## src/hdl/fsp_defs.svh

```systemverilog
// constants for the code-flash protection configuration block
// assumes inclusion by bare name from the package and the testbench
`ifndef FSP_DEFS_SVH
`define FSP_DEFS_SVH

// security word geometry and erased state
`define FSP_WORD_W        24
`define FSP_ERASED        24'hff_ffff
`define FSP_IMPL_MASK     24'h00_8fef
// field positions inside the security word
`define FSP_ALTVEC_BIT    15
`define FSP_CFG_LVL_HI    11
`define FSP_CFG_LVL_LO    9
`define FSP_CFG_WP_BIT    8
`define FSP_GEN_LVL_HI    7
`define FSP_GEN_LVL_LO    6
`define FSP_GEN_WP_BIT    5
`define FSP_BOOT_OFF_BIT  3
`define FSP_BOOT_LVL_HI   2
`define FSP_BOOT_LVL_LO   1
`define FSP_BOOT_WP_BIT   0
// boot segment limit width
`define FSP_BLIM_W        13
// register offsets (byte addresses)
`define FSP_OFF_CONFIG    12'h000
`define FSP_OFF_STATUS    12'h004
`define FSP_OFF_PDATA     12'h008
`define FSP_OFF_PCMD      12'h00c
`define FSP_OFF_BLIMIT    12'h010
// status and program command bit positions
`define FSP_ST_LOADED     0
`define FSP_ST_BUSY       1
`define FSP_ST_PDENY      2
`define FSP_ST_WDENY      3
`define FSP_PCMD_GO       0

`endif

```

## src/hdl/fsp_pkg.sv

```systemverilog
// types shared by the protection configuration block
// assumes fsp_defs.svh is on the include path
package fsp_pkg;
  `include "fsp_defs.svh"

  // decoded code-flash protection level of one segment
  typedef enum logic [1:0] {
    FSP_LVL_NONE,
    FSP_LVL_STANDARD,
    FSP_LVL_ENHANCED,
    FSP_LVL_HIGH
  } fsp_level_e;

  // control sequencer states
  typedef enum logic [1:0] {
    FSP_ST_LOAD,
    FSP_ST_IDLE,
    FSP_ST_PROG
  } fsp_state_e;

  typedef logic [`FSP_WORD_W-1:0] fsp_word_t;
endpackage : fsp_pkg

```

## src/hdl/fsp_word_store.sv

```systemverilog
// program-once holding register for the security word
// assumes load and clear requests come from logic on the same clock
`timescale 1ns/1ns
module fsp_word_store
  import fsp_pkg::*;
(
  input  wire logic      clk,       // system clock
  input  wire logic      resetn,    // asynchronous reset, active low
  input  wire logic      load_en,   // take a fresh image from nv memory
  input  wire fsp_word_t load_data, // image read from nv memory
  input  wire logic      clr_en,    // program: only clear bits
  input  wire fsp_word_t clr_data,  // zeros mark bits to program
  output fsp_word_t      q          // held word, registered
);
  fsp_word_t word_ff;   // stored word
  fsp_word_t nxt_word;  // next stored word

  // unimplemented bits always read as one; programming can only
  // move an implemented bit from one to zero, never back
  always_comb begin
    nxt_word = word_ff;
    if (load_en) begin
      nxt_word = load_data | ~`FSP_IMPL_MASK;
    end else if (clr_en) begin
      nxt_word = word_ff & (clr_data | ~`FSP_IMPL_MASK);
    end
  end

  // erased value means least protection until the image arrives
  always_ff @(posedge clk or negedge resetn) begin
    if (!resetn) begin
      word_ff <= `FSP_ERASED;
    end else begin
      word_ff <= nxt_word;
    end
  end

  assign q = word_ff;
endmodule : fsp_word_store

```

## src/hdl/fsp_top.sv

```systemverilog
// code-flash segment protection configuration with apb access
// assumes flash controller and nv memory share CLK with this block
//
// What this block does
// - config segment writable only while its bit is 1
// - general level: 11 none, 10 standard, 0x high
// - general segment writes need write-protect bit 1
// - boot disable 1 means no boot segment
//
// Chosen here: the register offsets and register access over APB.
`timescale 1ns/1ns
module fsp_top
  import fsp_pkg::*;
#(
  parameter int ADDR_W   = 24,      // flash byte address width
  parameter int PAGE_LSB = 11,      // boot limit granule, log2 bytes
  parameter logic [23:0] CFG_BASE = 24'hff_f000 // config segment start
)(
  input  wire logic                    CLK,
  input  wire logic                    RESETN,
  // apb slave
  input  wire logic                    PSEL,
  input  wire logic                    PENABLE,
  input  wire logic                    PWRITE,
  input  wire logic [11:0]             PADDR,
  input  wire logic [31:0]             PWDATA,
  output logic [31:0]                  PRDATA,
  output logic                         PREADY,
  output logic                         PSLVERR,
  // nv configuration memory
  output logic                         NV_LOAD_REQ,
  input  wire logic                    NV_LOAD_VALID,
  input  wire fsp_word_t               NV_LOAD_DATA,
  output logic                         NV_PROG_REQ,
  output fsp_word_t                    NV_PROG_DATA,
  input  wire logic                    NV_PROG_DONE,
  input  wire logic [`FSP_BLIM_W-1:0]  BOOT_SEGMENT_LIMIT,
  // flash controller write check
  input  wire logic                    WR_CHECK,
  input  wire logic [ADDR_W-1:0]       WR_ADDR,
  output logic                         WR_DONE,
  output logic                         WR_OK,
  // decoded protection controls
  output fsp_level_e                   CONFIG_SEGMENT_PROTECT_LEVEL,
  output fsp_level_e                   GENERAL_SEGMENT_PROTECT_LEVEL,
  output fsp_level_e                   BOOT_SEGMENT_PROTECT_LEVEL,
  output logic                         BOOT_SEGMENT_PRESENT
);
  import fsp_pkg::*;

  // page index must match the boot limit width for the compare
  if (ADDR_W - PAGE_LSB != `FSP_BLIM_W) begin : g_bad_geometry
    $error("fsp_top: ADDR_W - PAGE_LSB must equal boot limit width");
  end
  if (ADDR_W > 24) begin : g_bad_addr
    $error("fsp_top: ADDR_W above 24 is not served");
  end

  // ---------------------------------------------------------------
  // held security word and its fields
  // ---------------------------------------------------------------
  fsp_word_t word;         // code_protection_config as held
  fsp_word_t prog_data_ff; // staged programming image
  logic      load_en;      // image capture strobe
  logic      clr_en;       // program completion strobe
  logic      cfg_wp_n;     // config_segment_write_protect
  logic      gen_wp_n;     // general_segment_write_protect
  logic      boot_wp_n;    // boot_segment_write_protect
  logic      boot_dis;     // boot_segment_disable

  fsp_word_store fsp_word_store_inst (
    .clk       (CLK),
    .resetn    (RESETN),
    .load_en   (load_en),
    .load_data (NV_LOAD_DATA),
    .clr_en    (clr_en),
    .clr_data  (prog_data_ff),
    .q         (word)
  );

  assign cfg_wp_n  = word[`FSP_CFG_WP_BIT];
  assign gen_wp_n  = word[`FSP_GEN_WP_BIT];
  assign boot_wp_n = word[`FSP_BOOT_WP_BIT];
  assign boot_dis  = word[`FSP_BOOT_OFF_BIT];

  // ---------------------------------------------------------------
  // level decode
  // ---------------------------------------------------------------
  // two-bit level fields share one decode
  function automatic fsp_level_e dec2(input logic [1:0] f);
    fsp_level_e l;
    l = FSP_LVL_HIGH;                        // 0x gives high
    if (f == 2'h3) begin
      l = FSP_LVL_NONE;                      // only the write protect
    end else if (f == 2'h2) begin
      l = FSP_LVL_STANDARD;
    end
    return l;
  endfunction : dec2

  // three-bit config level adds an enhanced step
  function automatic fsp_level_e dec3(input logic [2:0] f);
    fsp_level_e l;
    l = FSP_LVL_HIGH;                        // 0xx
    if (f == 3'h7) begin
      l = FSP_LVL_NONE;
    end else if (f == 3'h6) begin
      l = FSP_LVL_STANDARD;
    end else if (f[2]) begin
      l = FSP_LVL_ENHANCED;                  // 10x
    end
    return l;
  endfunction : dec3

  // decoded levels come straight from the held register bits
  always_comb begin
    CONFIG_SEGMENT_PROTECT_LEVEL  =
      dec3(word[`FSP_CFG_LVL_HI:`FSP_CFG_LVL_LO]);
    GENERAL_SEGMENT_PROTECT_LEVEL =
      dec2(word[`FSP_GEN_LVL_HI:`FSP_GEN_LVL_LO]);
    BOOT_SEGMENT_PROTECT_LEVEL    =
      dec2(word[`FSP_BOOT_LVL_HI:`FSP_BOOT_LVL_LO]);
    BOOT_SEGMENT_PRESENT          = ~boot_dis;
  end

  // ---------------------------------------------------------------
  // control sequencer: load image, then serve program commands
  // ---------------------------------------------------------------
  fsp_state_e state_ff;      // sequencer state
  fsp_state_e nxt_state;
  fsp_word_t  nxt_prog_data;
  logic       pdeny_ff;      // sticky: program refused
  logic       nxt_pdeny;
  logic       wdeny_ff;      // sticky: flash write refused
  logic       nxt_wdeny;
  logic       wr_en;         // apb write at access edge
  logic       go_cmd;        // program command written
  logic       st_clr_p;      // w1c of program-refused flag
  logic       st_clr_w;      // w1c of write-refused flag
  logic       wr_done_ff;    // write check answer strobe
  logic       nxt_wr_done;
  logic       wr_ok_ff;      // write check verdict
  logic       nxt_wr_ok;

  assign wr_en    = PSEL & PENABLE & PWRITE;
  assign go_cmd   = wr_en & (PADDR == `FSP_OFF_PCMD) &
                    PWDATA[`FSP_PCMD_GO];
  assign st_clr_p = wr_en & (PADDR == `FSP_OFF_STATUS) &
                    PWDATA[`FSP_ST_PDENY];
  assign st_clr_w = wr_en & (PADDR == `FSP_OFF_STATUS) &
                    PWDATA[`FSP_ST_WDENY];

  // sequencer next state; refusals are sticky and a new refusal in
  // the same cycle as its clear survives the clear
  always_comb begin
    nxt_state     = state_ff;
    nxt_prog_data = prog_data_ff;
    nxt_pdeny     = pdeny_ff & ~st_clr_p;
    load_en       = 1'b0;
    clr_en        = 1'b0;
    if (wr_en && (PADDR == `FSP_OFF_PDATA) && (state_ff != FSP_ST_PROG)) begin
      nxt_prog_data = PWDATA[`FSP_WORD_W-1:0];
    end
    unique case (state_ff)
      FSP_ST_LOAD: begin
        if (NV_LOAD_VALID) begin
          load_en   = 1'b1;
          nxt_state = FSP_ST_IDLE;
        end
      end
      FSP_ST_IDLE: begin
        if (go_cmd) begin
          if (cfg_wp_n) begin
            nxt_state = FSP_ST_PROG;
          end else begin
            nxt_pdeny = 1'b1;
          end
        end
      end
      FSP_ST_PROG: begin
        if (NV_PROG_DONE) begin
          clr_en    = 1'b1;
          nxt_state = FSP_ST_IDLE;
        end
      end
    endcase
    // a command while loading or busy is refused as well
    if (go_cmd && (state_ff != FSP_ST_IDLE)) begin
      nxt_pdeny = 1'b1;
    end
  end

  // ---------------------------------------------------------------
  // write check: one answer per request, one cycle later
  // ---------------------------------------------------------------
  logic [`FSP_BLIM_W-1:0]  page;   // boot-limit granule of address
  logic                    in_cfg; // address in config segment
  logic                    in_boot;// address in boot segment

  assign page    = WR_ADDR[ADDR_W-1:PAGE_LSB];
  assign in_cfg  = 24'(WR_ADDR) >= CFG_BASE;
  assign in_boot = ~boot_dis & (page < BOOT_SEGMENT_LIMIT);

  // nothing is writable until the image has been loaded, so a
  // controller that starts early fails closed
  always_comb begin
    nxt_wr_done = WR_CHECK;
    nxt_wr_ok   = 1'b0;
    nxt_wdeny   = wdeny_ff & ~st_clr_w;
    if (WR_CHECK) begin
      if (state_ff == FSP_ST_LOAD) begin
        nxt_wr_ok = 1'b0;
      end else if (in_cfg) begin
        nxt_wr_ok = cfg_wp_n;
      end else if (in_boot) begin
        nxt_wr_ok = boot_wp_n;
      end else begin
        nxt_wr_ok = gen_wp_n;
      end
      if (!nxt_wr_ok) begin
        nxt_wdeny = 1'b1;
      end
    end
  end

  // ---------------------------------------------------------------
  // apb read path: data registered in the setup cycle
  // ---------------------------------------------------------------
  logic [31:0] prdata_ff;
  logic [31:0] nxt_prdata;
  logic        mapped;     // address hits a register

  always_comb begin
    mapped     = 1'b1;
    nxt_prdata = prdata_ff;
    unique case (PADDR)
      `FSP_OFF_CONFIG: nxt_prdata = {8'h00, word};
      `FSP_OFF_STATUS: nxt_prdata = {28'h000_0000, wdeny_ff, pdeny_ff,
                                      state_ff == FSP_ST_PROG,
                                      state_ff != FSP_ST_LOAD};
      `FSP_OFF_PDATA:  nxt_prdata = {8'h00, prog_data_ff};
      `FSP_OFF_PCMD:   nxt_prdata = 32'h0000_0000;
      `FSP_OFF_BLIMIT: nxt_prdata = {19'h0_0000, BOOT_SEGMENT_LIMIT};
      default: begin
        mapped     = 1'b0;
        nxt_prdata = 32'h0000_0000;
      end
    endcase
    if (!(PSEL && !PENABLE)) begin
      nxt_prdata = prdata_ff;
    end
  end

  // zero wait states; unmapped addresses answer with an error and
  // writes to the read-only word are silently dropped
  assign PREADY  = PSEL & PENABLE;
  assign PSLVERR = PSEL & PENABLE & ~mapped;
  assign PRDATA  = prdata_ff;

  // ---------------------------------------------------------------
  // register all state
  // ---------------------------------------------------------------
  always_ff @(posedge CLK or negedge RESETN) begin
    if (!RESETN) begin
      state_ff     <= FSP_ST_LOAD;
      prog_data_ff <= `FSP_ERASED;
      pdeny_ff     <= 1'b0;
      wdeny_ff     <= 1'b0;
      wr_done_ff   <= 1'b0;
      wr_ok_ff     <= 1'b0;
      prdata_ff    <= 32'h0000_0000;
    end else begin
      state_ff     <= nxt_state;
      prog_data_ff <= nxt_prog_data;
      pdeny_ff     <= nxt_pdeny;
      wdeny_ff     <= nxt_wdeny;
      wr_done_ff   <= nxt_wr_done;
      wr_ok_ff     <= nxt_wr_ok;
      prdata_ff    <= nxt_prdata;
    end
  end

  // nv memory handshake levels follow the sequencer state
  assign NV_LOAD_REQ  = (state_ff == FSP_ST_LOAD);
  assign NV_PROG_REQ  = (state_ff == FSP_ST_PROG);
  assign NV_PROG_DATA = prog_data_ff & word; // only clears bits
  assign WR_DONE      = wr_done_ff;
  assign WR_OK        = wr_ok_ff;
endmodule : fsp_top

```

## config.mk

```make
export PLATFORM = sky130hd
export DESIGN_NAME = fsp_top
export DESIGN_NICKNAME = d
export VERILOG_FILES = /design/src/hdl/fsp_pkg.sv /design/src/hdl/fsp_word_store.sv /design/src/hdl/fsp_top.sv
export VERILOG_INCLUDE_DIRS = /design/src /design/src/hdl
export SDC_FILE = /design/constraint.sdc
export NUM_CORES = 1
export LEC_CHECK = 0
export BUFFER_PORTS_ARGS = -buffer_cell sky130_fd_sc_hd__buf_4
export CORE_UTILIZATION = 51
export CTS_CLUSTER_SIZE = 14
export DETAILED_ROUTE_END_ITERATION = 10
export PLACE_DENSITY = 0.87
export SLEW_MARGIN = 40
export SYNTH_ARGS = -nofsm -noshare
export SYNTH_HDL_FRONTEND = slang
export SYNTH_HIERARCHICAL = 1
export SYNTH_SLANG_ARGS = --single-unit
```

## constraint.sdc

```tcl
create_clock -name CLK -period 3 [get_ports CLK]
set_clock_uncertainty 0.1 [all_clocks]
set_input_delay 0.45 -clock CLK [delete_from_list [all_inputs] [get_ports CLK]]
set_output_delay 0.45 -clock CLK [all_outputs]
set_load 0.1 [all_outputs]
```

# After elaboration in Yosys (flattened, before gate mapping)
# Index checks and enable logic that the tools add are counted.
[classes]
n_lt_le_gt_ge = 2
muxes = 31
n_eq_ne = 18
reduce_logical = 11
bitwise_logic = 17
[ops]
columns = ["op", "n"]
rows = [
  ["one-hot mux 24 bit (4 select lines)", 1],
  ["bitwise AND 24 bit", 2],
  ["two-way mux 24 bit", 2],
  ["== test 12 x 4 -> 1 bit, second input constant", 2],
  [">= comparator 24 bit, second input constant", 1],
  ["two-way mux 2 bit", 10],
  ["two-way mux 1 bit", 17],
  ["less-than comparator 13 bit", 1],
  ["== test 12 x 3 -> 1 bit, second input constant", 1],
  ["== test 12 x 5 -> 1 bit, second input constant", 1],
  ["logical NOT 12 bit", 1],
  ["bitwise AND 1 bit", 11],
  ["== test 2 bit, second input constant", 5],
  ["inequality test 2 x 1 -> 1 bit, second input constant", 4],
  ["== test 3 bit, second input constant", 2],
  ["one-hot mux 2 bit (3 select lines)", 1],
  ["OR reduction 5 bit", 1],
  ["logical AND 1 bit", 4],
  ["inequality test 2 bit, second input constant", 2],
  ["NOT 1 bit", 4],
  ["AND reduction 4 bit", 1],
  ["nonzero test 2 bit", 2],
  ["== test 2 x 1 -> 1 bit, second input constant", 1],
  ["logical NOT 2 bit", 1],
  ["logical NOT 1 bit", 1],
]
[word_totals]
output_inout_bits = 69
wordCells = 87
ff_bits = 86
input_bits = 113

# Logic depth before layout (Yosys ltp)
[logic_depth]
word_depth = 10
ltp_mapped = 7
ltp_nobuf = 7

# Cells and area by module
# Netlist, hierarchy kept.
[by_module_without_submodules]
columns = ["module", "cells_each", "n_inst", "seq_area_each_um2", "area_per_inst_um2"]
rows = [
  ["fsp_top", 317, 1, 1381.3, 3119.2],
  ["fsp_word_store", 76, 1, 341.6, 747.0],
]

# Worst setup path before layout
# Ideal clock, no wire load.
[synth_path]
kind = "input port to output port"
startpoint = "input port PENABLE"
endpoint = "output port PSLVERR"
required_ns = 2.450
path_buffers = 0
t_arrival_ns = 3.522
path_slack_ns = -1.072
cell_stages = 2
path_cell_list = "and2_1 a21boi_0"
[synth_via]
elab_chain_cells = 2
[synth_rtl]
columns = ["item", "line_no", "source"]
rows = [
  ["start, declared", "fsp_top.sv:23", "input wire logic PENABLE,"],
  ["bitwise AND 1 bit (2 in series)", "fsp_top.sv:257", "assign PSLVERR = PSEL & PENABLE & ~mapped;"],
  ["end, declared", "fsp_top.sv:29", "output logic PSLVERR,"],
]
# No other way between the ends.

# Final worst setup path
[layout_path]
startpoint = "input port PADDR[7]"
endpoint = "register prog_data_ff[19]"
[layout_via]
elab_chain_cells = 3
[layout_rtl]
columns = ["item", "line_no", "source"]
rows = [
  ["start, declared", "fsp_top.sv:25", "input wire logic [11:0] PADDR,"],
  ["== test 12 x 4 -> 1 bit", "-", ""],
  ["logical AND 1 bit (2 in series)", "fsp_top.sv:161", "if (wr_en && (PADDR == `FSP_OFF_PDATA) && (state_ff != FSP_ST_PROG)) begin"],
  ["end signal, assigned", "fsp_top.sv:266", "prog_data_ff <= `FSP_ERASED;"],
  ["end signal, assigned", "fsp_top.sv:274", "prog_data_ff <= nxt_prog_data;"],
  ["end, declared", "fsp_top.sv:63", "fsp_word_t prog_data_ff;"],
]
# No other way between the ends.
# A chain may end at the register's enable or synchronous reset.

==> impl_metrics.py <==
metrics = {
    "drt": {
        "drtAntennaViolNets": 0,
        "routed_wl_um": 10600,
        "drt_pre_antenna_iters": 5,
        "drt-initial-drc-count": 224,
        "drc_errors": 0,
        "post_drt_wl_per_cell_um": 16.9,
        "viasPerCell": 5.48,
        "vias": 3448,
    },
    "worst_setup_path": {
        "path_cells": "buf_4 > nor4_1 > nand3_1 > or3_1 > nor3_4 > buf_4 > mux2_2",
        "crit_top_cell": "buf_4",
        "cp.buffers_inverters": 2,
        "critPathMaxStageDelay_ns": 0.58,
        "crit_fanout": 16,
        "cp-start-kind": "input port",
        "arrival_ns": 2.45,
        "critical_path.top_delay_family": "simple AND/OR/NAND/NOR gates",
        "end_kind": "register",
        "path_class": "in -> reg",
        "critPathRequiredTime_ns": 3.15,
        "critPathSlowestCell": "or3_1",
    },
    "clocking": {
        "cts.clk_slew.worst_paths_ns": 0.08,
        "h-tree-depth": 3,
        "post_cts_buffers": 0,
        "numCtsBuffers": 9,
        "cts.sinks": 67,
        "post_cts_resized": 0,
        "cts_hold_buf": 0,
        "cts_buffer_depth": 2,
        "cts_tree": "yes",
        "insertion_delay_ns": 0.33,
        "cts_root_buf": "clkbuf_8",
    },
    "logic_synthesis": {
        "ys_seq_area_share_pct": 44.6,
        "synthArstFlopShare_pct": 100,
        "syn_area_um2": 3870,
        "synthCells": 393,
        "ys_ff_latch": 67,
        "ys_warn_count": 6,
        "syn_avg_cell_area_um2": 9.84,
        "synthFlopType": "dfstp_2",
        "synth_edf_count": 0,
        "synthDistinctLibCells": 47,
    },
    "power_and_ir_drop": {
        "power.density_nw_per_um2": 417,
        "power_mw": 2.15,
        "p_leak_nw": 2.43,
        "ir_drop_mv": 0.275,
    },
    "timing": {
        "rsz0062_at_grt": "no",
        "fin_crit_sh_pct": 76.7,
        "finalHoldViolCount": 2,
        "whs_ns": -0.00303,
        "maxSlewHeadroom_pct": 59.4,
        "max_freq_mhz": 435,
        "period_needed_ns": 2.30,
        "tightest_slew_ns": 0.609,
        "setup_viol": 0,
        "fin_setup_tns_ns": 0,
        "finalMaxSlewViolations": 0,
    },
    "outcome": {
        "violations": "hold timing",
        "outcome": "finished, violations left",
    },
    "floorplanning": {
        "num_rows": 31,
        "start_util_pct": 53.0,
        "dieArea_um2": 7930,
        "coreArea_um2": 7290,
        "num_io_pins": 182,
        "die_h_um": 89.1,
        "die_w_um": 89.1,
    },
    "global_routing": {
        "grt_pass1_vias": 3356,
        "antenna_found_initial": 0,
        "grt_pass1_wl_um": 16400,
        "busiest_layer": "met2",
        "grt.met3_usage_pct": 3.79,
        "grt_util_met1_pct": 34.1,
        "grt_max_degree": 68,
        "overflow": 0,
        "grt_usage_pct": 27.9,
        "met2_usage_pct": 48.5,
    },
    "final_layout": {
        "antenna_cells": 0,
        "drive_gt1_share_pct": 45.7,
        "area_growth_pct": 33.1,
        "fin_nets": 650,
        "layout_commonest_cell": "buf_4",
        "final_cell_count_no_fill": 629,
        "layout_common_cells": "149 x buf_4, 48 x nand2_1, 37 x dfstp_2",
    },
    "placement": {
        "place_congestion": 0.839,
        "port_buffers": 142,
        "dp.cells": 612,
        "place_hpwl_um": 7900,
    },
    "run": {
        "cap_violations": 0,
    },
    "hold_path": {
        "hold_class": "in -> async",
    },
}
[cells in the mapped netlist, drive strengths merged, types with 2 or more instances]
master / count / area (um2)
a21oi: 6 / 30.0
a21boi: 2 / 15.0
nand4: 5 / 31.3
mux2i: 2 / 20.0
o221ai: 2 / 17.5
nor3: 6 / 41.3
a22oi: 15 / 113
nor2b: 14 / 87.6
buf: 28 / 209
o211ai: 3 / 22.5
a211oi: 2 / 15.0
ha: 12 / 150
a221o: 11 / 110
nand3: 3 / 15.0
dfstp: 37 / 972
dfrtp: 30 / 751
nor2: 7 / 26.3
clkbuf: 9 / 33.8
and2: 28 / 175
nand2: 48 / 180
inv: 22 / 82.6
nor4: 5 / 31.3
nand2b: 17 / 106
o21ai: 38 / 228
mux2: 25 / 282
[layout make-up]
type / count / area (um2)
Inverter: 22 / 82.6
Tap cell: 99 / 124
Clock buffer: 12 / 155
Sequential cell: 67 / 1720
Multi-Input combinational cell: 274 / 1860
Timing Repair Buffer: 151 / 1130
Clock inverter: 4 / 72.6
Fill cell: 573 / 2140
[cell families (layout without fill, tap and decap cells)]
logic type	count (synthesis)	after routing	synth area share, %
AO/OA/AOI/OAI	87	87	16.0
adder cells (fa/ha/maj)	12	12	3.88
buffers and inverters	59	189	8.41
flip-flops	67	67	44.6
multiplexers	27	27	7.80
other	1	8	0.0970
AND/OR/NAND/NOR	140	140	19.3
[metal layers]
metal	vias up	wire, um
met4	0	372
met2	176	5400
met5	-	0
met1	1634	4140
li1	1606	-
met3	32	742
[per-stage QoR]
step | hold slack (ns) | cell area, um2 | setup WS (ns) | utilization, %
finish | -0.00303 | 5150 | 0.699 | 70.6
global placement | 0.368 | 4910 | 0.465 | 67.3
floorplan | 0.0544 | 3900 | 0.209 | -
global route | 0.0444 | 5150 | 0.589 | 70.6
CTS | 0.148 | 5140 | 0.732 | 70.5
detailed placement | 0.373 | 4910 | 0.343 | 67.3
[flip-flops by register name (all words and copies together), names as in the netlist]
register / count
WR_OK: 1
WR_DONE: 1
PRDATA: 24
wdeny_ff: 1
state_ff: 2
fsp_word_store_inst/q: 13
prog_data_ff: 24
pdeny_ff: 1
[path summary, 6_finish.rpt]
check                      slack (ns)                     from  cells after the start                                   end
max                              0.70                 PADDR[7]                      7          prog_data_ff[19]$_DFFE_PN1P_
min                            -0.003                   RESETN                      1                PRDATA[10]$_DFFE_PN0P_
max reg2reg                      1.20  state_ff[0]$_DFFE_PN0P_                      5  fsp_word_store_inst/q[0]$_DFFE_PN1P_
min reg2reg                      0.39   PRDATA[16]$_DFFE_PN0P_                      2                PRDATA[16]$_DFFE_PN0P_
max in group asynchronous        2.36                   RESETN                      1                 PRDATA[5]$_DFFE_PN0P_
min in group CLK                 0.16                 WR_CHECK                      1                     WR_DONE$_DFF_PN0_
[report_power, final]
group	total [mW]	leakage, nW	internal (mW)	switching [mW]
registers	0.966	0.789	0.936	0.0306
logic	0.331	1.53	0.119	0.212
clock network	0.848	0.113	0.513	0.335
total	2.15	2.43	1.57	0.578
No activity file was read; power rests on OpenSTA's default activity.
